**src/include/sdram_ctl_pkg.sv**
```systemverilog
// shared constants and types for the sdram command and bank state block
package sdram_ctl_pkg;
    // command pins {cs_n, ras_n, cas_n, we_n}
    localparam logic [3:0] CMD_NOP = 4'h7;
    localparam logic [3:0] CMD_ACT = 4'h3;
    localparam logic [3:0] CMD_RD = 4'h5;
    localparam logic [3:0] CMD_WR = 4'h4;
    localparam logic [3:0] CMD_PRE = 4'h2;
    localparam logic [3:0] CMD_BST = 4'h6;
    localparam logic [3:0] CMD_REF = 4'h1;
    localparam logic [3:0] CMD_MRS = 4'h0;
    localparam int CLK_MHZ = 125;
    // times in ns
    localparam int ROW_TO_COLUMN_DELAY_NS = 20;
    localparam int ROW_PRECHARGE_TIME_NS = 20;
    localparam int ROW_CYCLE_TIME_NS = 66;
    localparam int MODE_LOAD_DELAY_NS = 16;
    localparam int WRITE_RECOVERY_TIME_NS = 15;
    localparam int SELF_REFRESH_EXIT_DELAY_NS = 75;
    // least times round up, at least one cycle
    function automatic int cyc(input int ns);
        int c;
        c = (ns * CLK_MHZ + 999) / 1000;
        return (c < 1) ? 1 : c;
    endfunction
    localparam int RCD_CYC = cyc(ROW_TO_COLUMN_DELAY_NS);
    localparam int RP_CYC = cyc(ROW_PRECHARGE_TIME_NS);
    localparam int RC_CYC = cyc(ROW_CYCLE_TIME_NS);
    localparam int MRD_CYC = cyc(MODE_LOAD_DELAY_NS);
    localparam int WR_CYC = cyc(WRITE_RECOVERY_TIME_NS);
    localparam int XSR_CYC = cyc(SELF_REFRESH_EXIT_DELAY_NS);
    localparam int CNT_W = 8;
    localparam int DEF_CAS_LATENCY = 3;
    localparam int DEF_BURST_LEN = 4;
    // bank states, gray along idle-activating-active-read-write
    typedef enum logic [2:0] {
        BK_IDLE = 3'h0,
        BK_ACTIVATING = 3'h1,
        BK_ACTIVE = 3'h3,
        BK_READ = 3'h2,
        BK_WRITE = 3'h6,
        BK_READ_AP = 3'h7,
        BK_WRITE_AP = 3'h5,
        BK_PRECHARGING = 3'h4
    } bank_st_t;
    // device-wide power state
    typedef enum logic [2:0] {
        PW_NORMAL = 3'h0,
        PW_POWER_DOWN = 3'h1,
        PW_SELF_REFRESH = 3'h3,
        PW_SR_EXIT = 3'h2,
        PW_SUSPEND = 3'h6,
        PW_REFRESHING = 3'h7,
        PW_MODE_LOAD = 3'h5
    } pwr_st_t;
endpackage

```
**src/sdram_cmd_state.sv**
```systemverilog
// command decode, per-bank state and clock-enable control of an sdram
// Summary of operation
// RULE_01: read to other bank stops auto-precharge write burst; data after cas latency.
// RULE_02: interrupted auto-precharge write bank precharges after write recovery from read.
// RULE_03: last word written is the one one clock before the interrupting read.
// RULE_04: write to other bank: interrupted bank precharges after write recovery.
// RULE_05: last word stored is the one one clock before the new write.
// RULE_06: enable action uses current and previous level; low-low keeps state.
// RULE_07: power-down entered high-to-low with nop, all idle; left low-to-high.
// RULE_08: after power-down exit, all banks idle for the next edge.
// RULE_09: controller gives only nop during self-refresh exit delay.
// RULE_10: after clock suspend exit, next command recognised at following edge.
// RULE_11: refresh with enable falling enters self refresh; falling in burst suspends.
// RULE_12: cs high inhibit, LHHH nop, LLHH activates an idle bank.
// RULE_13: LHLH read, LHLL write, in active or burst states, new burst; code starts none from BK_READ_AP or BK_WRITE_AP.
// RULE_14: LLHL precharge; cuts a non-auto-precharge burst and precharges.
// RULE_15: LHHL burst terminate acts on the most recent burst, any bank.
// RULE_16: controller issues refresh and mode load only with all banks idle.
// RULE_17: precharge to an idle bank leaves it unchanged.
// RULE_18: controller precharges all only from states that permit it.
// RULE_19: controller issues nothing to a bank that is in a timed state.
// RULE_20: activating becomes active after rcd; precharging idle after rp.
// RULE_21: auto-precharge bank stays until precharge time met, then idle.
// RULE_22: controller gives only nop during refresh, mode load, precharge all.
`timescale 1ns/1ps
module sdram_cmd_state #(
    parameter int BANKS = 4,
    parameter int CAS_LATENCY = sdram_ctl_pkg::DEF_CAS_LATENCY,
    parameter int BURST_LEN = sdram_ctl_pkg::DEF_BURST_LEN
) (
    // clock and reset
    input wire logic CLK_I,
    input wire logic RST_I,
    // command pins, already sampled
    input wire logic CKE_I,
    input wire logic CS_N_I,
    input wire logic RAS_N_I,
    input wire logic CAS_N_I,
    input wire logic WE_N_I,
    input wire logic [1:0] BA_I,
    input wire logic A10_I,
    // state outputs
    output logic [3*BANKS-1:0] BANK_STATE_O,
    output logic [2:0] PWR_STATE_O,
    output logic ALL_IDLE_O,
    // data path strobes
    output logic WR_STROBE_O,
    output logic [1:0] WR_BANK_O,
    output logic RD_VALID_O,
    output logic [1:0] RD_BANK_O,
    output logic [BANKS-1:0] PRECHARGE_START_O
);
    localparam int CW = sdram_ctl_pkg::CNT_W;
    localparam logic [CW-1:0] RCD_N = CW'(sdram_ctl_pkg::RCD_CYC);
    localparam logic [CW-1:0] RP_N = CW'(sdram_ctl_pkg::RP_CYC);
    localparam logic [CW-1:0] RC_N = CW'(sdram_ctl_pkg::RC_CYC);
    localparam logic [CW-1:0] MRD_N = CW'(sdram_ctl_pkg::MRD_CYC);
    localparam logic [CW-1:0] WR_N = CW'(sdram_ctl_pkg::WR_CYC);
    localparam logic [CW-1:0] XSR_N = CW'(sdram_ctl_pkg::XSR_CYC);
    localparam logic [CW-1:0] BL_N = CW'(BURST_LEN);
    localparam logic [CW-1:0] ONE = CW'(1);
    localparam logic [CW-1:0] ZERO = '0;
    logic cke_prev_r;
    sdram_ctl_pkg::pwr_st_t pwr_r, pwr_nxt;
    logic [CW-1:0] pwr_cnt_r, pwr_cnt_nxt;
    logic [1:0] last_bank_r;
    logic last_valid_r;
    logic [CAS_LATENCY-1:0] rd_pipe_r;
    logic [2*CAS_LATENCY-1:0] rd_bank_pipe_r;
    sdram_ctl_pkg::bank_st_t bst_r [BANKS];
    logic [CW-1:0] bcnt_r [BANKS];
    logic [CW-1:0] burst_r [BANKS];
    logic [BANKS-1:0] pre_start_r;
    // command decode [RULE_12] [RULE_13] [RULE_14] [RULE_15]
    wire [3:0] cmd = {CS_N_I, RAS_N_I, CAS_N_I, WE_N_I};
    wire inhibit = CS_N_I;
    wire is_nop = inhibit || cmd == sdram_ctl_pkg::CMD_NOP;
    wire is_act = !inhibit && cmd == sdram_ctl_pkg::CMD_ACT;
    wire is_rd = !inhibit && cmd == sdram_ctl_pkg::CMD_RD;
    wire is_wr = !inhibit && cmd == sdram_ctl_pkg::CMD_WR;
    wire is_pre = !inhibit && cmd == sdram_ctl_pkg::CMD_PRE;
    wire is_bst = !inhibit && cmd == sdram_ctl_pkg::CMD_BST;
    wire is_ref = !inhibit && cmd == sdram_ctl_pkg::CMD_REF;
    wire is_mrs = !inhibit && cmd == sdram_ctl_pkg::CMD_MRS;
    wire is_col = is_rd || is_wr;
    // enable edges from previous and current level [RULE_06]
    wire cke_fall = cke_prev_r && !CKE_I;
    wire cke_rise = !cke_prev_r && CKE_I;
    wire cke_hold_low = !cke_prev_r && !CKE_I;
    logic [BANKS-1:0] idle_v, burst_v;
    wire all_idle = &idle_v;
    wire any_burst = |burst_v;
    // commands are only executed when internal clock runs normally
    wire run = pwr_r == sdram_ctl_pkg::PW_NORMAL && CKE_I && cke_prev_r;
    // power state decision
    always_comb begin
        pwr_nxt = pwr_r;
        pwr_cnt_nxt = (pwr_cnt_r != ZERO) ? pwr_cnt_r - ONE : ZERO;
        unique case (pwr_r)
            sdram_ctl_pkg::PW_NORMAL: begin
                if (cke_fall && is_ref && all_idle) begin
                    pwr_nxt = sdram_ctl_pkg::PW_SELF_REFRESH; // [RULE_11]
                end else if (cke_fall && is_nop && all_idle) begin
                    pwr_nxt = sdram_ctl_pkg::PW_POWER_DOWN; // [RULE_07]
                end else if (cke_fall && any_burst) begin
                    pwr_nxt = sdram_ctl_pkg::PW_SUSPEND; // [RULE_11]
                end else if (run && is_ref && all_idle) begin
                    pwr_nxt = sdram_ctl_pkg::PW_REFRESHING;
                    pwr_cnt_nxt = RC_N - ONE;
                end else if (run && is_mrs && all_idle) begin
                    pwr_nxt = sdram_ctl_pkg::PW_MODE_LOAD;
                    pwr_cnt_nxt = MRD_N - ONE;
                end
            end
            sdram_ctl_pkg::PW_POWER_DOWN: begin
                // exit leaves banks idle for the very next edge
                if (cke_rise && is_nop) begin
                    pwr_nxt = sdram_ctl_pkg::PW_NORMAL; // [RULE_07] [RULE_08]
                end
            end
            sdram_ctl_pkg::PW_SELF_REFRESH: begin
                if (cke_rise && is_nop) begin
                    pwr_nxt = sdram_ctl_pkg::PW_SR_EXIT;
                    pwr_cnt_nxt = XSR_N - ONE;
                end
            end
            sdram_ctl_pkg::PW_SR_EXIT: begin
                // controller keeps nop here [RULE_09]
                if (pwr_cnt_r == ZERO) begin
                    pwr_nxt = sdram_ctl_pkg::PW_NORMAL;
                end
            end
            sdram_ctl_pkg::PW_SUSPEND: begin
                if (cke_rise) begin
                    pwr_nxt = sdram_ctl_pkg::PW_NORMAL; // [RULE_10]
                end
            end
            sdram_ctl_pkg::PW_REFRESHING,
            sdram_ctl_pkg::PW_MODE_LOAD: begin
                // only nop accepted here [RULE_22]
                if (pwr_cnt_r == ZERO) begin
                    pwr_nxt = sdram_ctl_pkg::PW_NORMAL;
                end
            end
            default: pwr_nxt = sdram_ctl_pkg::PW_NORMAL;
        endcase
    end

    always_ff @(posedge CLK_I or posedge RST_I) begin
        if (RST_I) begin
            pwr_r <= sdram_ctl_pkg::PW_NORMAL;
            pwr_cnt_r <= ZERO;
            cke_prev_r <= 1'b0;
        end else begin
            pwr_r <= pwr_nxt;
            pwr_cnt_r <= pwr_cnt_nxt;
            cke_prev_r <= CKE_I;
        end
    end

    // most recent burst owner for burst terminate [RULE_15]
    wire col_go = run && is_col;
    always_ff @(posedge CLK_I or posedge RST_I) begin
        if (RST_I) begin
            last_bank_r <= 2'h0;
            last_valid_r <= 1'b0;
        end else if (col_go) begin
            last_bank_r <= BA_I;
            last_valid_r <= 1'b1;
        end
    end

    // per-bank state machines
    genvar b;
    generate
        for (b = 0; b < BANKS; b++) begin : g_bank
            wire sel = BA_I == 2'(b);
            wire go = run;
            wire in_rd = bst_r[b] == sdram_ctl_pkg::BK_READ ||
                bst_r[b] == sdram_ctl_pkg::BK_READ_AP;
            wire in_wr = bst_r[b] == sdram_ctl_pkg::BK_WRITE ||
                bst_r[b] == sdram_ctl_pkg::BK_WRITE_AP;
            wire bursting = (in_rd || in_wr) && burst_r[b] > ONE;
            wire col_ok = bst_r[b] == sdram_ctl_pkg::BK_ACTIVE ||
                bst_r[b] == sdram_ctl_pkg::BK_READ ||
                bst_r[b] == sdram_ctl_pkg::BK_WRITE;
            // another bank's column command interrupts this burst
            wire other_col = go && is_col && !sel && bursting;
            wire ap_wr_cut = other_col &&
                bst_r[b] == sdram_ctl_pkg::BK_WRITE_AP;
            wire ap_rd_cut = other_col &&
                bst_r[b] == sdram_ctl_pkg::BK_READ_AP;
            wire pre_hit = go && is_pre && (sel || A10_I);
            wire bst_hit = go && is_bst && last_valid_r &&
                last_bank_r == 2'(b) && bursting;
            // auto-precharge burst done on its own: write waits recovery
            wire ap_end = (bst_r[b] == sdram_ctl_pkg::BK_READ_AP ||
                bst_r[b] == sdram_ctl_pkg::BK_WRITE_AP) &&
                burst_r[b] == ONE && !other_col && CKE_I;
            assign idle_v[b] = bst_r[b] == sdram_ctl_pkg::BK_IDLE;
            assign burst_v[b] = bursting;
            always_ff @(posedge CLK_I or posedge RST_I) begin
                if (RST_I) begin
                    bst_r[b] <= sdram_ctl_pkg::BK_IDLE;
                    bcnt_r[b] <= ZERO;
                    burst_r[b] <= ZERO;
                    pre_start_r[b] <= 1'b0;
                end else begin
                    pre_start_r[b] <= 1'b0;
                    if (bcnt_r[b] != ZERO) begin
                        bcnt_r[b] <= bcnt_r[b] - ONE;
                    end
                    // burst counter frozen while suspended
                    if (burst_r[b] != ZERO && CKE_I &&
                        pwr_r == sdram_ctl_pkg::PW_NORMAL) begin
                        burst_r[b] <= burst_r[b] - ONE;
                    end
                    if (go && is_act && sel &&
                        bst_r[b] == sdram_ctl_pkg::BK_IDLE) begin
                        bst_r[b] <= sdram_ctl_pkg::BK_ACTIVATING; // [RULE_12]
                        bcnt_r[b] <= RCD_N - ONE;
                    end else if (go && is_col && sel && col_ok) begin
                        burst_r[b] <= BL_N; // [RULE_13]
                        bst_r[b] <= is_rd ?
                            (A10_I ? sdram_ctl_pkg::BK_READ_AP :
                                     sdram_ctl_pkg::BK_READ) :
                            (A10_I ? sdram_ctl_pkg::BK_WRITE_AP :
                                     sdram_ctl_pkg::BK_WRITE);
                    end else if (pre_hit && (col_ok ||
                        bst_r[b] == sdram_ctl_pkg::BK_PRECHARGING)) begin
                        // idle bank untouched [RULE_17]
                        bst_r[b] <= sdram_ctl_pkg::BK_PRECHARGING; // [RULE_14]
                        bcnt_r[b] <= RP_N - ONE; // [RULE_20]
                        burst_r[b] <= ZERO;
                        pre_start_r[b] <= 1'b1;
                    end else if (ap_wr_cut) begin
                        // stop data now, precharge after recovery
                        burst_r[b] <= ZERO; // [RULE_01] [RULE_03] [RULE_05]
                        bcnt_r[b] <= WR_N + RP_N - ONE; // [RULE_02] [RULE_04]
                    end else if (ap_rd_cut) begin
                        burst_r[b] <= ZERO;
                        bcnt_r[b] <= RP_N - ONE;
                        pre_start_r[b] <= 1'b1;
                    end else if (other_col || bst_hit) begin
                        burst_r[b] <= ZERO; // [RULE_15]
                        bst_r[b] <= sdram_ctl_pkg::BK_ACTIVE;
                    end else if (ap_end) begin
                        burst_r[b] <= ZERO;
                        bcnt_r[b] <= in_wr ? WR_N + RP_N - ONE : RP_N - ONE;
                        pre_start_r[b] <= !in_wr;
                    end else if (bcnt_r[b] == ZERO) begin
                        unique case (bst_r[b])
                            sdram_ctl_pkg::BK_ACTIVATING:
                                bst_r[b] <= sdram_ctl_pkg::BK_ACTIVE; // [RULE_20]
                            sdram_ctl_pkg::BK_PRECHARGING:
                                bst_r[b] <= sdram_ctl_pkg::BK_IDLE;
                            sdram_ctl_pkg::BK_READ,
                            sdram_ctl_pkg::BK_WRITE: begin
                                if (burst_r[b] == ONE) begin
                                    bst_r[b] <= sdram_ctl_pkg::BK_ACTIVE;
                                end
                            end
                            sdram_ctl_pkg::BK_READ_AP,
                            sdram_ctl_pkg::BK_WRITE_AP: begin
                                if (burst_r[b] == ZERO) begin
                                    bst_r[b] <= sdram_ctl_pkg::BK_IDLE; // [RULE_21]
                                end
                            end
                            default: ;
                        endcase
                    end else if (bcnt_r[b] == RP_N && in_wr &&
                        burst_r[b] == ZERO) begin
                        pre_start_r[b] <= 1'b1; // [RULE_02]
                    end
                end
            end
        end
    endgenerate

    // data strobes: write accepted while a write burst runs, read delayed
    wire [1:0] ab = col_go ? BA_I : last_bank_r;
    wire wr_now = run && ((col_go && is_wr) ||
        (!is_col && !is_bst && !is_pre && last_valid_r &&
         burst_v[last_bank_r] && (bst_r[last_bank_r] ==
         sdram_ctl_pkg::BK_WRITE || bst_r[last_bank_r] ==
         sdram_ctl_pkg::BK_WRITE_AP)));
    wire rd_now = run && ((col_go && is_rd) ||
        (!is_col && !is_bst && !is_pre && last_valid_r &&
         burst_v[last_bank_r] && (bst_r[last_bank_r] ==
         sdram_ctl_pkg::BK_READ || bst_r[last_bank_r] ==
         sdram_ctl_pkg::BK_READ_AP)));

    always_ff @(posedge CLK_I or posedge RST_I) begin
        if (RST_I) begin
            rd_pipe_r <= '0;
            rd_bank_pipe_r <= '0;
            WR_STROBE_O <= 1'b0;
            WR_BANK_O <= 2'h0;
        end else begin
            // read data follows cas latency [RULE_01]
            rd_pipe_r <= {rd_pipe_r[CAS_LATENCY-2:0], rd_now};
            rd_bank_pipe_r <= {rd_bank_pipe_r[2*CAS_LATENCY-3:0], ab};
            WR_STROBE_O <= wr_now; // [RULE_03] [RULE_05]
            WR_BANK_O <= ab;
        end
    end

    always_ff @(posedge CLK_I or posedge RST_I) begin
        if (RST_I) begin
            RD_VALID_O <= 1'b0;
            RD_BANK_O <= 2'h0;
            PWR_STATE_O <= 3'h0;
            ALL_IDLE_O <= 1'b1;
        end else begin
            RD_VALID_O <= rd_pipe_r[CAS_LATENCY-2];
            RD_BANK_O <= rd_bank_pipe_r[2*CAS_LATENCY-3:2*CAS_LATENCY-4];
            PWR_STATE_O <= pwr_nxt;
            ALL_IDLE_O <= all_idle;
        end
    end

    generate
        for (b = 0; b < BANKS; b++) begin : g_out
            assign BANK_STATE_O[3*b +: 3] = bst_r[b];
        end
    endgenerate
    assign PRECHARGE_START_O = pre_start_r;

    // checks
    hold_low_a: assert property (@(posedge CLK_I) disable iff (RST_I)
        cke_hold_low && pwr_r != sdram_ctl_pkg::PW_NORMAL |=>
        $stable(pwr_r) || pwr_r == sdram_ctl_pkg::PW_SR_EXIT)
        else $error("power state left with enable held low"); // [RULE_06]
    pd_entry_a: assert property (@(posedge CLK_I) disable iff (RST_I)
        pwr_r == sdram_ctl_pkg::PW_NORMAL && cke_fall && is_nop &&
        all_idle |=> pwr_r == sdram_ctl_pkg::PW_POWER_DOWN)
        else $error("power-down not entered"); // [RULE_07]
    pd_exit_a: assert property (@(posedge CLK_I) disable iff (RST_I)
        pwr_r == sdram_ctl_pkg::PW_POWER_DOWN && cke_rise && is_nop
        |=> pwr_r == sdram_ctl_pkg::PW_NORMAL && all_idle)
        else $error("power-down exit late"); // [RULE_08]
    susp_exit_a: assert property (@(posedge CLK_I) disable iff (RST_I)
        pwr_r == sdram_ctl_pkg::PW_SUSPEND && cke_rise
        |=> pwr_r == sdram_ctl_pkg::PW_NORMAL)
        else $error("clock suspend exit late"); // [RULE_10]
    act_rcd_a: assert property (@(posedge CLK_I) disable iff (RST_I)
        run && is_act && BA_I == 2'h0 && idle_v[0] |=>
        bst_r[0] == sdram_ctl_pkg::BK_ACTIVATING [*3] ##1
        bst_r[0] == sdram_ctl_pkg::BK_ACTIVE)
        else $error("activation timing wrong"); // [RULE_20]
    pre_idle_a: assert property (@(posedge CLK_I) disable iff (RST_I)
        run && is_pre && !A10_I && idle_v[BA_I] |=>
        idle_v[$past(BA_I)])
        else $error("precharge changed idle bank"); // [RULE_17]
    wr_cut_a: assert property (@(posedge CLK_I) disable iff (RST_I)
        run && is_rd && BA_I != 2'h0 && burst_v[0] &&
        bst_r[0] == sdram_ctl_pkg::BK_WRITE_AP |=>
        !burst_v[0] ##[1:6] PRECHARGE_START_O[0])
        else $error("interrupted write precharge wrong"); // [RULE_02]
    rd_lat_a: assert property (@(posedge CLK_I) disable iff (RST_I)
        rd_now |-> ##CAS_LATENCY RD_VALID_O)
        else $error("read data not at cas latency"); // [RULE_01]
    sr_entry_c: cover property (@(posedge CLK_I) disable iff (RST_I)
        pwr_r == sdram_ctl_pkg::PW_SELF_REFRESH);
    susp_c: cover property (@(posedge CLK_I) disable iff (RST_I)
        pwr_r == sdram_ctl_pkg::PW_SUSPEND);
    ap_cut_c: cover property (@(posedge CLK_I) disable iff (RST_I)
        run && is_wr && burst_v[0] && !BA_I[0] == 1'b0);
endmodule

```
**config.mk**
```make
export PLATFORM = sky130hd
export DESIGN_NAME = sdram_cmd_state
export DESIGN_NICKNAME = d
export VERILOG_FILES = /design/src/include/sdram_ctl_pkg.sv /design/src/sdram_cmd_state.sv
export SDC_FILE = /design/constraint.sdc
export NUM_CORES = 1
export LEC_CHECK = 0
export ABC_AREA = 1
export BUFFER_PORTS_ARGS = -buffer_cell sky130_fd_sc_hd__buf_2
export CAP_MARGIN = 5
export CORE_MARGIN = 1.5
export CORE_UTILIZATION = 63
export DETAILED_ROUTE_END_ITERATION = 16
export GPL_TIMING_DRIVEN = 0
export PLACE_DENSITY = 0.85
export SLEW_MARGIN = 10
export SYNTH_ARGS = -nofsm -noshare
export SYNTH_HDL_FRONTEND = slang
export SYNTH_SLANG_ARGS = --single-unit
```
**constraint.sdc**
```tcl
create_clock -name CLK_I -period 4.2 [get_ports CLK_I]
set_input_delay 0.21 -clock CLK_I [delete_from_list [all_inputs] [get_ports CLK_I]]
set_output_delay 0.21 -clock CLK_I [all_outputs]
set_load 0.03 [all_outputs]
```
* After elaboration in Yosys (flattened, before gate mapping)
Cells that the tools add are included.
** Operators by class
- Equality and inequality tests :: 84
- Bitwise gates (word level) :: 1
- Reduce and logical (&&, ||, !) cells :: 226
- Mux-type cells :: 175
- Magnitude comparators :: 6
- Add/subtract/negate cells :: 9
** Operators by type and width (count)
- $mux 8 :: 71
- $mux 3 :: 57
- $logic_and 1x1->1 :: 116
- $reduce_bool 8->1 :: 13
- $logic_not 8->1 :: 9
- $sub 8x1->8 const B :: 9
- $eq 3x3->1 const B :: 22
- $ne 6x6->1 const B :: 9
- $pmux 3 s4 :: 4
- $logic_or 1x1->1 :: 42
- $mux 1 :: 37
- $eq 3x2->1 const B :: 11
- $eq 8x1->1 const B :: 4
- $eq 8x2->1 const B :: 4
- $gt 8x1->1 const B :: 4
- $ne 4x1->1 const B :: 8
- $reduce_and 7->1 :: 4
- $ne 5x1->1 const B :: 4
- $reduce_bool 5->1 :: 4
- $logic_not 1->1 :: 18
- $eq 4x3->1 const B :: 4
- $pmux 8 s2 :: 1
- $reduce_or 2->1 :: 8
- $eq 3x1->1 const B :: 5
- other kinds (20) :: 33
** Storage, ports and cells
- Bits of input ports :: 10
- Bits in registers :: 106

* Logic depth before layout (Yosys ltp)
Gate-level depths: netlist of run 1.
- Depth after elaboration :: 16
- Mapped depth :: 15

* Worst setup path before layout of run 1
OpenSTA, ideal clock, no wires.
- Kind :: reg2reg
- From :: register PWR_STATE_O[2] (netlist name)
- To :: register bst_r, in the netlist BANK_STATE_O[7]
- Library setup time :: 0.119 ns
- Cell stages (with the launch flop) :: 14
- Path slack :: 2.344 ns
- Path buffers :: 1
- Required time :: 4.081 ns
- Data arrival time :: 1.737 ns
- Cells stage by stage :: dfrtp_1 -> nor2_4 -> nand4_4 -> nor2_8 -> buf_6 -> nand3_1 -> nand2_1 -> nor2_1 -> nand2_1 -> nand2_1 -> nand2_2 -> nand2_2 -> nand2_1 -> nand2_1
** RTL lines
- end signal, assigned by index :: line sdram_cmd_state.sv:204 : bst_r[b] <= sdram_ctl_pkg::BK_IDLE;
- end signal, assigned by index :: line sdram_cmd_state.sv:220 : bst_r[b] <= sdram_ctl_pkg::BK_ACTIVATING;
- end signal, assigned by index :: line sdram_cmd_state.sv:224 : bst_r[b] <= is_rd ?
- end, declared :: line sdram_cmd_state.sv:70 : sdram_ctl_pkg::bank_st_t bst_r [BANKS];

* Worst setup path after layout of run 1
- From :: input port CKE_I
- To :: register bst_r, in the netlist BANK_STATE_O[8]
** Between the ends
- Word-level cells in the longest chain between the ends :: 13
- Elaborated cells between the ends (all ways) :: 37
- Classes of those cells :: eq/ne (5); mux (6); reduce/logical (26)
** Ends and longest elaborated chain
- start, declared :: line sdram_cmd_state.sv:35 : input wire logic CKE_I,
- $logic_and 1x1->1 (2 in series) :: line sdram_cmd_state.sv:94 : wire run = pwr_r == sdram_ctl_pkg::PW_NORMAL && CKE_I && cke_prev_r;
- $logic_and 1x1->1 (3 in series) :: line sdram_cmd_state.sv:194 : wire bst_hit = go && is_bst && last_valid_r &&
- $logic_and 1x1->1 :: line sdram_cmd_state.sv:195 : last_bank_r == 2'(b) && bursting;
- $logic_or 1x1->1 :: line sdram_cmd_state.sv:244 : end else if (other_col || bst_hit) begin
- $mux 3 :: line sdram_cmd_state.sv:244
- $mux 3 :: line sdram_cmd_state.sv:240 : end else if (ap_rd_cut) begin
- $mux 3 :: line sdram_cmd_state.sv:236 : end else if (ap_wr_cut) begin
- $mux 3 :: line sdram_cmd_state.sv:229 : end else if (pre_hit && (col_ok ||
- $mux 3 :: line sdram_cmd_state.sv:222 : end else if (go && is_col && sel && col_ok) begin
- $mux 3 :: line sdram_cmd_state.sv:218 : if (go && is_act && sel &&
- end signal, assigned by index :: line sdram_cmd_state.sv:220
- end signal, assigned by index :: line sdram_cmd_state.sv:224
- end signal, assigned by index :: line sdram_cmd_state.sv:232 : bst_r[b] <= sdram_ctl_pkg::BK_PRECHARGING;
Parallel ways exist; a longest one is shown, timed or not. The select of a mux whose other input is x is not followed.
A chain may end at the register's enable or synchronous reset.

==> summary.md, run 1 <==
| Metric | Value |
|---|---|
| Fmax | 443.1 MHz |
| Syn nets | between 1k and 1.5k |
| Post-CTS Setup Inserts | 0 |
| PortBufs | 35 |
| Fraction of layout cells with a size suffix above 1 | a little over a tenth |
| Slew HR | 47.12% |
| LEAKAGE | around 4.2 nW |
| Clock Sinks | 104 |
| Vias per cell | 5.562 |
| Arrival time worst endpoint | 2.50 ns |
| FFs w/ async S/R, synth | 100.0% |
| Final setup vio count | 0 |
| RSZ-0062 raised after global routing | no |
| Nets | 1121 |
| Mapped Cells | around 1.0k |
| Seq pwr share | about a third |
| Worst IR Drop VDD | approximately 600 µV |
| Final WL | roughly 17000 µm |
| Clock power share | between 10% and 20% |
| Fillcell total | approximately 950 |
| CP endpoint kind | flip-flop |
| Cell Area, Synth | 7306 µm² |
| TNS Setup | 0 ns |
| Distinct cells, synth | between 40 and 50 |
| Tot Pwr | approximately 5.3 mW |
| DRC violation total after the first TritonRoute iteration | ~550 |
| WL/cell | around 14 µm |
| Total gr overflow | 0 |
| Htree depth | 3 |
| CTS root buffer | clkbuf_16 |
| Yosys reg bits | ~100 |
| Yosys warnings | 0 |
| Largest net degree at the start of global routing | 64 |
| Worst-margin pin slew | 0.7871 ns |
| Hold/Removal Path Class | input pin to asynchronous set/reset pin |
| Fin crit period | approximately 2.3 ns |
| Cell row count | 39 |
| Antenna violation net count after detailed routing | 0 |
| Num CTS Buffers | 9 |
| Pre-antenna DRT Iters | 5 |
| Top Ports | 36 |
| Clk buf depth | 2 |
| Remaining DRCs | 0 |
| Outcome | finished with violations |
| Starting utilization of the core area | between 60% and 70% |
| Final Hold Fails | 1 |
| CTS tree | yes |
| Post-synthesis sequential area ratio | between 30% and 40% |
| Syn avg cell area | approximately 7.0 µm² |
| First-pass GRT wire length | 29270 µm |
| Reg2reg path depth | 10 |
| Post-CTS sizing | 0 |
| Vias in the first global route | ~6.4k |
| Number of synthesized flops with an enable pin | 0 |
| CP Data Required Time | ~4.4 ns |
| Clk pin slew, worst setup/hold paths | about 0.07 ns |
| Switching part of the total power | 46.15% |
| Chip width | between 100 and 150 µm |
| Post-DP HPWL | ~13000 µm |
| Die Ht | between 100 and 150 µm |
| Initial antenna violation count | 0 |
| GRT Resource Usage Total | 29.04% |
| Clock latency on the worst-skew pair | around 0.36 ns |
| Pwr/cell area | between 600 and 700 nW/µm² |
| Net Sw Power | around 2.4 mW |
| Type of origin of the critical path | input pin |
| Die ar. | approximately 12000 µm² |
| GPL Wtd Cong | about 1 |
| Comb power frac | approximately 50% |
| Core area | between 10000 and 15000 µm² |
| Design internal power | roughly 2.8 mW |
| Slew Limit Fails | 0 |
| Failing checks | negative hold slack |
| Crit Path Max Fanout | 8 |
| # placed instances | approximately 1.2k |
| Period utilization | 53.73% |
| Vias | between 6k and 7k |
| Ant. Diodes | 0 |
| Worst Hold Margin | -0.001894 ns |
| Ys flop type | dfrtp_1 |
| Layout area overhead | 9.214% |
| Critical path class | input pin to flip-flop |
| Fin cells | approximately 1.2k |
| Max Cap Viol | 0 |
| Final clock skew | between 0.009 and 0.01 ns |
through the flow:
stage / util [%] / area (µm²) / setup slack, ns
after floorplan: - / 7306 / 1.259
after global placement: 67.37 / 7660 / 0.1138
after detailed placement: 67.57 / 7682 / 2.103
after CTS: 70.18 / 7979 / 2.005
after global routing: 70.18 / 7979 / 1.791
final: 70.18 / 7979 / 1.943
placed cells by master, fill, tap and decap left out, types with 2 or more instances in the layout:
master,n
a31oi_1,2
nand2_1,213
inv_1,153
clkbuf_8,3
or2_2,4
o211ai_1,7
nand4_4,2
xnor2_1,11
nand2_2,7
o221ai_1,2
buf_2,36
dfrtp_1,103
a21oi_1,28
clkbuf_16,9
nand3_2,6
nor4_1,2
o22ai_1,3
o21ai_0,34
nand3b_1,6
a211oi_1,5
and3_1,3
nand4_2,6
nand3_1,106
ha_1,26
nor3_1,45
buf_4,3
o21ai_1,6
nor2_4,2
inv_2,11
nand4_1,31
nor3_2,6
clkbuf_1,2
nor2_1,148
nor2_2,11
xor2_1,31
power by group through the flow:
| stage | Clock [mW] | Combinational, mW | Sequential [mW] |
|---|---|---|---|
| after floorplan | 0 | 1.95 | 1.90 |
| after global routing | 0.864 | 3.01 | 1.91 |
| after detailed placement | 0 | 2.60 | 1.85 |
| final | 0.803 | 2.64 | 1.85 |
| after global placement | 0 | 2.51 | 1.84 |
| after CTS | 0.825 | 2.62 | 1.84 |
sequential cells by signal, summed over array words and instances, names as in the netlist, 2 cells and up:
signal and cells:
rd_pipe_r 2, RD_BANK_O 2, PRECHARGE_START_O 4, rd_bank_pipe_r 4, PWR_STATE_O 3, BANK_STATE_O 12, bcnt_r 32, pwr_cnt_r 8
burst_r 32
critical path: stages:
cell and delay, ns:
dlygate4sd3_1 0.52, buf_2 0.11, buf_4 0.18, nand4_4 0.23, nor3_2 0.42, nand3_1 0.34
nand3_1 0.16, nand2_1 0.08, nand2_2 0.08, nand2_2 0.06, nand2_1 0.06, nand2_1 0.05
cell families after synthesis:
kind of cell | Yosys count | synth area share (%)
fa+ha+maj | 26 | 4.453
buf+inv | 171 | 9.060
compound gates | 90 | 6.902
simple gates | 604 | 38.91
flops | 104 | 35.64
xor+xnor | 42 | 5.035
timing repair:
action / CTS / global route
endpoints found under the hold margin: 1 / 0
setup endpoints to repair: 0 / 0
hold buffers: 1 / 0
final timing paths:
path / start / end / slack (ns)
hold / removal: RST_I / PRECHARGE_START_O[1] / -0.002
max in group asynchronous: RST_I / ALL_IDLE_O / 3.46
min in group CLK_I: BA_I[0] / rd_bank_pipe_r[0] / 0.10
setup / recovery: CKE_I / BANK_STATE_O[8] / 1.94
hold reg to reg: rd_pipe_r[0] / rd_pipe_r[1] / 0.36
setup reg to reg: PWR_STATE_O[2] / BANK_STATE_O[8] / 2.04
synthesized netlist by cell type, types with 2 or more instances:
| cell | count | area share [%] |
|---|---|---|
| nor4_1 | 2 | 0.17 |
| buf_4 | 3 | 0.31 |
| nand3_1 | 106 | 7.3 |
| inv_2 | 11 | 0.57 |
| nand2_1 | 213 | 11 |
| o22ai_1 | 3 | 0.26 |
| inv_1 | 154 | 7.9 |
| nand3_2 | 6 | 0.82 |
| a21oi_1 | 28 | 1.9 |
| nor2_4 | 2 | 0.31 |
| nor2_2 | 11 | 0.94 |
| o21ai_0 | 34 | 2.3 |
| and3_1 | 3 | 0.26 |
| nor2_1 | 148 | 7.6 |
| nand3b_1 | 6 | 0.62 |
| a211oi_1 | 5 | 0.51 |
| ha_1 | 26 | 4.5 |
| nor3_1 | 45 | 3.1 |
| nand4_1 | 31 | 2.7 |
| nand2_2 | 7 | 0.60 |
| xnor2_1 | 11 | 1.3 |
| nor3_2 | 6 | 0.82 |
| a31oi_1 | 2 | 0.17 |
| dfrtp_1 | 103 | 35 |
| xor2_1 | 31 | 3.7 |
| o211ai_1 | 7 | 0.72 |
| o21ai_1 | 6 | 0.41 |
| nand4_2 | 6 | 1.0 |
| nand4_4 | 2 | 0.58 |
| o221ai_1 | 2 | 0.24 |
| or2_2 | 4 | 0.34 |
layout make-up:
type	instances	area (µm²)	share of cell area (%)
Multi-Input combinational cell	762	4040	50.64
Sequential cell	104	2604	32.63
Inverter	166	625.6	7.841
Clock buffer	14	274.0	3.434
Timing Repair Buffer	37	205.2	2.572
Tap cell	143	178.9	2.242
Buffer	5	38.79	0.4861
Clock inverter	2	12.51	0.1568
per-layer routing:
layer	track usage (%)	routed length, µm	up-vias
li1	-	-	3473
met1	38.81	7602	3157
met2	47.33	8026	210
met3	6.998	1068	18
met4	8.205	250	0
met5	0	0	-
Power figures use the tool's default switching activity.
==> run 2, diff against run 1 <==
==> constraint.sdc (replaced) <==
create_clock -name CLK_I -period 2.1 [get_ports CLK_I]
set_input_delay 0.105 -clock CLK_I [delete_from_list [all_inputs] [get_ports CLK_I]]
set_output_delay 0.105 -clock CLK_I [all_outputs]
set_load 0.03 [all_outputs]
==> run 2 against run 1 <==
- the run now ends clean
- clock power is 94% higher
- sequential share of layout area is 1.0 points lower
- combinational power is 110% higher
- non-clock buffer count is 17 higher
- critical path type is now flip-flop to flip-flop
==> summary.md, run 2 (synthesis results as in run 1) <==
| Metric | Value |
|---|---|
| Outcome | complete, no violations |
| Vias | 7061 (+3.0%) |
| Placed cell area | 7704 µm² (+0.28%) |
| Clk buf depth | 2 (unchanged) |
| CTS root buffer | clkbuf_16 |
| PortBufs | 35 (unchanged) |
| Min-Delay Path Depth | 3 |
| Stages on worst setup path | 11 (-1) |
| CP max stage cell | dfrtp_1 |
| Core area | 11370 µm² (unchanged) |
| LEAKAGE | 4.376 nW (+3.1%) |
| First-pass GRT wire length | 29880 µm (+2.1%) |
| Max Cap Viol | 0 (unchanged) |
| Type of origin of the critical path | flip-flop |
| Cell row count | 39 (unchanged) |
| Final clock skew | 0.006162 ns (-0.003423 ns) |
| Period utilization | 97.36% |
| Worst-margin pin slew | 0.7343 ns (-0.05286 ns) |
| Delay of the slowest cell on the worst path | 0.45 ns (-0.07 ns) |
| Final Hold Fails | 0 (-1) |
| Most common cell after layout, fill and taps aside | nand2_1 |
| Initial antenna violation count | 0 (unchanged) |
| Antenna violation net count after detailed routing | 0 (unchanged) |
| Ant. Diodes | 0 (unchanged) |
| Buf/Inv on CP | 1 (-2) |
| Top delay family on crit path | simple AND/OR/NAND/NOR gates |
| Fmax | ~490 MHz |
| Clk pin slew, worst setup/hold paths | 0.07 ns (about the same) |
| CTS tree | yes |
| Clock latency on the worst-skew pair | 0.36 ns (about the same) |
| Crit Path Max Fanout | 5 (-3) |
| Cells along the critical path | nor2_4 -> nand4_4 -> buf_12 -> nor3_4 -> nand3_1 -> nand2_1 -> nor2_1 -> nand2_1 -> nand2_2 -> nand2_1 -> nand2_1 |
| GPL Wtd Cong | 0.9438 (-3.8%) |
| Pre-antenna DRT Iters | 6 (+1) |
| Slew HR | 50.94% (+3.8 points) |
| Critical Path Most Common Cell | nand2_1 |
| Hold/Removal Path Class | input pin to flip-flop |
| Largest net degree at the start of global routing | 38 (-41%) |
| DRC violation total after the first TritonRoute iteration | 515 (-6.5%) |
| Post-DP HPWL | 13030 µm (+1.3%) |
| Clock Sinks | 104 (unchanged) |
| Total gr overflow | 0 (unchanged) |
| Pwr/cell area | 1318 nW/µm² (+99%) |
| Layout area overhead | 12.81% |
| Num CTS Buffers | 9 (unchanged) |
| Chip width | 110.7 µm (unchanged) |
| Vias per cell | 5.649 (+1.6%) |
| Fillcell total | 911 (-4.5%) |
| WL/cell | 14.48 µm (+5.4%) |
| Starting utilization of the core area | 64.26% (unchanged) |
| CP Data Required Time | 2.34 ns (-2.10 ns) |
| Critical path class | flip-flop to flip-flop |
| Slew Limit Fails | 0 (unchanged) |
| Fin cells | 1250 (+1.4%) |
| Vias in the first global route | 6498 (+0.88%) |
| Fraction of layout cells with a size suffix above 1 | 13.55% (+2.9 points) |
| Nets | 1138 (+1.5%) |
| Arrival time worst endpoint | 2.29 ns (-0.21 ns) |
| Commonest non-fill, non-tap cells in the layout | 208 x nand2_1, 150 x inv_1, 144 x nor2_1 |
| Htree depth | 3 (unchanged) |
| Top Ports | 36 (unchanged) |
| # placed instances | 1217 (+0.082%) |
| Fin area | 8242 µm² (+3.3%) |
| Fin crit period | between 2 and 2.5 ns |
| Reg2reg path depth | 11 (+1) |
| RSZ-0062 raised after global routing | yes |
| CP endpoint kind | flip-flop |
| Die ar. | 12250 µm² (unchanged) |
| Worst IR Drop VDD | 997.5 µV (+66%) |
| GRT Resource Usage Total | 29.47% (+0.43 points) |
| Die Ht | 110.7 µm (unchanged) |
| Final setup vio count | 0 (unchanged) |
| Remaining DRCs | 0 (unchanged) |
| Final WL | 18110 µm (+6.8%) |
## run 2: changes by cell type in the layout (fill, tap and decap cells not counted), sizes merged
cell	change
buf	+15
clkbuf	-2
clkinv	+3
dlygate4sd3	+2
inv	-1
## run 2: worst paths after layout
path / start / endpoint / slack, ns
setup / recovery: PWR_STATE_O[1] / BANK_STATE_O[4] / 0.06
hold / removal: BA_I[1] / rd_bank_pipe_r[1] / 0.02
setup reg to reg: PWR_STATE_O[1] / BANK_STATE_O[4] / 0.06
hold reg to reg: rd_bank_pipe_r[3] / RD_BANK_O[1] / 0.35
max in group asynchronous: RST_I / ALL_IDLE_O / 1.00
min in group asynchronous: RST_I / bcnt_r[23] / 0.41
## run 2: where the power goes
part,internal (mW),switching [mW]
registers,2.89,0.825
clock network,0.829,0.734
logic,2.03,3.56
total,5.75,5.11
## run 2: layout make-up
type | count | area, µm² | area share [%]
clock inverter | 4 | 20.02 | 0.2429
buffer | 5 | 38.79 | 0.4706
clock buffer | 12 | 246.5 | 2.991
multi-input combinational | 762 | 4164 | 50.52
tap | 143 | 178.9 | 2.171
inverter | 166 | 626.9 | 7.606
sequential | 104 | 2604 | 31.59
timing repair buffer | 54 | 362.8 | 4.403
## run 2: per-stage QoR
| stage | setup slack (ns) | hold slack, ns | utilization, % | total power, mW | TNS [ns] |
|---|---|---|---|---|---|
| 6_report | 0.05535 | 0.01916 | 72.49 | 10.86 | 0 |
| 5_1_grt | -0.04064 | 0.02257 | 72.49 | 11.82 | -0.2178 |
| 4_1_cts | 0.01434 | 0.007502 | 70.52 | 10.58 | 0 |
| 3_5_place_dp | -0.09176 | 0.2422 | 67.76 | 8.934 | -0.2156 |
| 3_3_place_gp | -0.03675 | 0.2425 | 67.40 | 8.729 | -0.05667 |
| 2_1_floorplan | 0.2442 | 0.1364 | - | 7.714 | 0 |
## run 2: tightest hold or removal path, stage by stage
cell and delay, ns:
buf_2 0.12, nand2_1 0.05, o21ai_0 0.06
## run 2: repair_timing
| action | in CTS | in global routing |
|---|---|---|
| pin swaps | 0 | 9 |
| endpoints found under the hold margin | 33 | 0 |
| hold buffers | 3 | 0 |
| resized for setup | 3 | 27 |
| setup buffers | 0 | 14 |
| setup endpoints to repair | 4 | 68 |
## run 2: routing by layer
layer,share of wire (%),track usage [%],up-vias
li1,-,-,3493
met4,2.9,11.28,0
met2,48,47.86,242
met5,0,0,-
met3,6.5,6.178,43
met1,43,38.91,3283
==> run 3, diff against run 2 <==
--- a/config.mk
+++ b/config.mk
@@ -9,10 +9,10 @@
 export BUFFER_PORTS_ARGS = -buffer_cell sky130_fd_sc_hd__buf_2
 export CAP_MARGIN = 5
 export CORE_MARGIN = 1.5
-export CORE_UTILIZATION = 63
+export CORE_UTILIZATION = 67
 export DETAILED_ROUTE_END_ITERATION = 16
 export GPL_TIMING_DRIVEN = 0
-export PLACE_DENSITY = 0.85
+export PLACE_DENSITY = 0.89
 export SLEW_MARGIN = 10
 export SYNTH_ARGS = -nofsm -noshare
 export SYNTH_HDL_FRONTEND = slang
==> constraint.sdc (replaced) <==
create_clock -name CLK_I -period 2.6 [get_ports CLK_I]
set_input_delay 0.13 -clock CLK_I [delete_from_list [all_inputs] [get_ports CLK_I]]
set_output_delay 0.13 -clock CLK_I [all_outputs]
set_load 0.03 [all_outputs]
==> run 3 against run 2 <==
- global-route usage grew 2.4 points
- non-clock buffer count shrank 13
- hold slack gained 0.0087 ns
- total power shrank 23%
- clock skew grew 0.014 ns
- clock power shrank 32%
- wire length shrank 3.8%
- first-iteration DRC count grew 13%
- sequential power shrank 19%
- final area shrank 3.7%
- maximum frequency shrank 6.4%
- critical endpoint is now BANK_STATE_O[7]
- largest power group unchanged
==> summary.md, run 3 (synthesis results as in run 1) <==
| Metric | Value |
|---|---|
| Outcome | complete, no violations |
| Layout area overhead | 8.614% |
| Util after Layout | 75.84% (+3.4 points) |
| Delay of the slowest cell on the worst path | 0.45 ns (about the same) |
| Period utilization | 84.03% (-13 points) |
| Comb power frac | 51.4% (about the same) |
| Cell row count | 37 (-5.1%) |
| Post-CTS sizing | 0 (-3) |
| CP endpoint kind | flip-flop |
| Die Ht | 107.4 µm (-2.9%) |
| Min-Delay Path Depth | 3 (unchanged) |
| Remaining DRCs | 0 (unchanged) |
| DR WL met3 | 1231 µm (+4.1%) |
| Post-DP HPWL | 13150 µm (+0.89%) |
| Clock Sinks | 104 (unchanged) |
| Crit path from | PWR_STATE_O[2] |
| Worst r2r src | PWR_STATE_O[2] |
| Crit Path Max Fanout | 6 (+1) |
| DRC violation total after the first TritonRoute iteration | 582 (+13%) |
| Fin cells | 1230 (-1.6%) |
| Ant. Diodes | 0 (unchanged) |
| Slew HR | 50.37% (-0.58 points) |
| Fraction of layout cells with a size suffix above 1 | 10.60% (-2.9 points) |
| Final WL | 17420 µm (-3.8%) |
| Final setup vio count | 0 (unchanged) |
| CP max stage cell | dfrtp_1 |
| Vias in the first global route | 6421 (-1.2%) |
| M1 WL | 7645 µm (-1.1%) |
| CP Data Required Time | 2.88 ns (+0.54 ns) |
| Die ar. | 11540 µm² (-5.8%) |
| Commonest non-fill, non-tap cells in the layout | 213 x nand2_1, 153 x inv_1, 148 x nor2_1 |
| WL/cell | 14.16 µm (-2.2%) |
| LEAKAGE | 4.221 nW (-3.5%) |
| Hold path start | BA_I[1] |
| Clk buf depth | 2 (unchanged) |
| Pre-antenna DRT Iters | 6 (unchanged) |
| TNS Setup | 0 ns (unchanged) |
| Seq pwr share | 35.9% (+1.7 points) |
| Top Ports | 36 (unchanged) |
| CTS tree | yes |
| Antenna violation net count after detailed routing | 0 (unchanged) |
| Total gr overflow | 0 (unchanged) |
| Htree depth | 3 (unchanged) |
| Cells along the critical path | nor2_4 -> nand4_4 -> nor3_2 -> nand3_1 -> nand3_1 -> nand2_1 -> nand2_2 -> nand2_2 -> nand2_1 -> nand2_1 |
| Sequential cell area | 2604 µm² (unchanged) |
| Clk pin slew, worst setup/hold paths | 0.10 ns (+0.03 ns) |
| Num CTS Buffers | 9 (unchanged) |
| First-pass GRT wire length | 29300 µm (-1.9%) |
| CTS root buffer | clkbuf_8 |
| GPL Wtd Cong | 1.004 (+6.3%) |
| Vias | 7051 (-0.14%) |
| Initial antenna violation count | 0 (unchanged) |
| Fmax | 457.7 MHz (-6.4%) |
| Slew Limit Fails | 0 (unchanged) |
| Type of origin of the critical path | flip-flop |
| Pwr/cell area | 1051 nW/µm² (-20%) |
| Wire length on met2 | 8048 µm (-7.2%) |
| Critical path class | flip-flop to flip-flop |
| Worst-margin pin slew | 0.7388 ns (+0.004533 ns) |
| Final clock skew | 0.02039 ns (+0.01422 ns) |
| Hold/Removal Path Class | input pin to flip-flop |
| Chip width | 107.4 µm (-2.9%) |
| Worst IR Drop VDD | 697.1 µV (-30%) |
| Critical Path Most Common Cell | nand2_1 |
| Fin crit period | 2.185 ns (+0.1402 ns) |
| Design internal power | 4.373 mW (-24%) |
| Arrival time worst endpoint | 2.47 ns (+0.18 ns) |
| RSZ-0062 raised after global routing | no |
| Final Hold Fails | 0 (unchanged) |
| Clock latency on the worst-skew pair | 0.40 ns (+0.04 ns) |
| Max Cap Viol | 0 (unchanged) |
| Top Layer Used | met4 |
| GRT Resource Usage Total | 31.83% (+2.4 points) |
| Most common cell after layout, fill and taps aside | nand2_1 |
| Starting utilization of the core area | 69.83% (+5.6 points) |
| Fillcell total | 822 (-9.8%) |
| Clock power share | 12.7% (-1.7 points) |
| # placed instances | 1210 (-0.58%) |
| Vias per cell | 5.733 (+1.5%) |
| Nets | 1125 (-1.1%) |
| Switching part of the total power | 47.56% (+0.47 points) |
| Net Sw Power | 3.965 mW (-22%) |
| PortBufs | 35 (unchanged) |
| Core area | 10460 µm² (-8.0%) |
| Reg2reg path depth | 10 (-1) |
| Area of the multi-input gates | 4040 µm² (-3.0%) |
| Largest net degree at the start of global routing | 40 (+5.3%) |
run 3: cell count changes in the layout (fill, tap and decap cells not counted), sizes merged:
| cell | previous run | this run |
|---|---|---|
| clkinvlp | 1 | 2 |
| clkbuf | 12 | 14 |
| bufinv | 0 | 1 |
| clkinv | 5 | 1 |
| buf | 56 | 42 |
| dlygate4sd3 | 3 | 4 |
run 3: power by group through the flow:
| stage | clock network [mW] | logic [mW] | registers (mW) |
|---|---|---|---|
| after floorplan | 0 | 3.16 | 3.07 |
| after global placement | 0 | 4.04 | 2.98 |
| after detailed placement | 0 | 4.20 | 3.00 |
| after CTS | 1.08 | 4.24 | 2.97 |
| after global routing | 1.13 | 4.88 | 3.07 |
| final | 1.06 | 4.29 | 2.99 |
run 3: layer usage:
metal	GRT usage (%)	vias up
met5	0	-
met4	12.50	0
met3	6.053	49
met2	51.41	311
met1	42.33	3234
li1	-	3457
run 3: worst paths after layout:
kind	to	slack, ns
min	rd_bank_pipe_r[1]	0.03
max	BANK_STATE_O[7]	0.42
max in group asynchronous	ALL_IDLE_O	1.55
min in group asynchronous	PRECHARGE_START_O[1]	0.36
min reg2reg	rd_pipe_r[1]	0.36
max reg2reg	BANK_STATE_O[7]	0.42
run 3: critical path, delay by kind of cell (launching register included):
kind / cells / cell delay [ns]
flops: 1 / 0.45
simple gates: 10 / 1.63
run 3: final cells by class:
class	instances	share of cell area, %
Sequential cell	104	32.81
Timing Repair Buffer	41	3.217
Multi-Input combinational cell	762	50.91
Inverter	166	7.900
Buffer	5	0.4888
Tap cell	136	2.144
Clock inverter	2	0.4730
Clock buffer	14	2.050
run 3: stage by stage:
stage	instance area [µm²]	setup WS, ns	hold WS, ns	power, mW
floorplan	7310	0.7442	0.1614	6.230
global placement	7655	0.5316	0.2673	7.023
detailed placement	7695	0.4756	0.2701	7.200
CTS	7935	0.4429	0.005116	8.293
global route	7935	0.2489	0.03934	9.084
finish	7935	0.4151	0.02783	8.338
run 3: what timing repair did:
action / 4_1_cts / 5_1_grt
setup buffers: 0 / 0
hold buffers: 4 / 0
hold endpoints to repair: 32 / 0
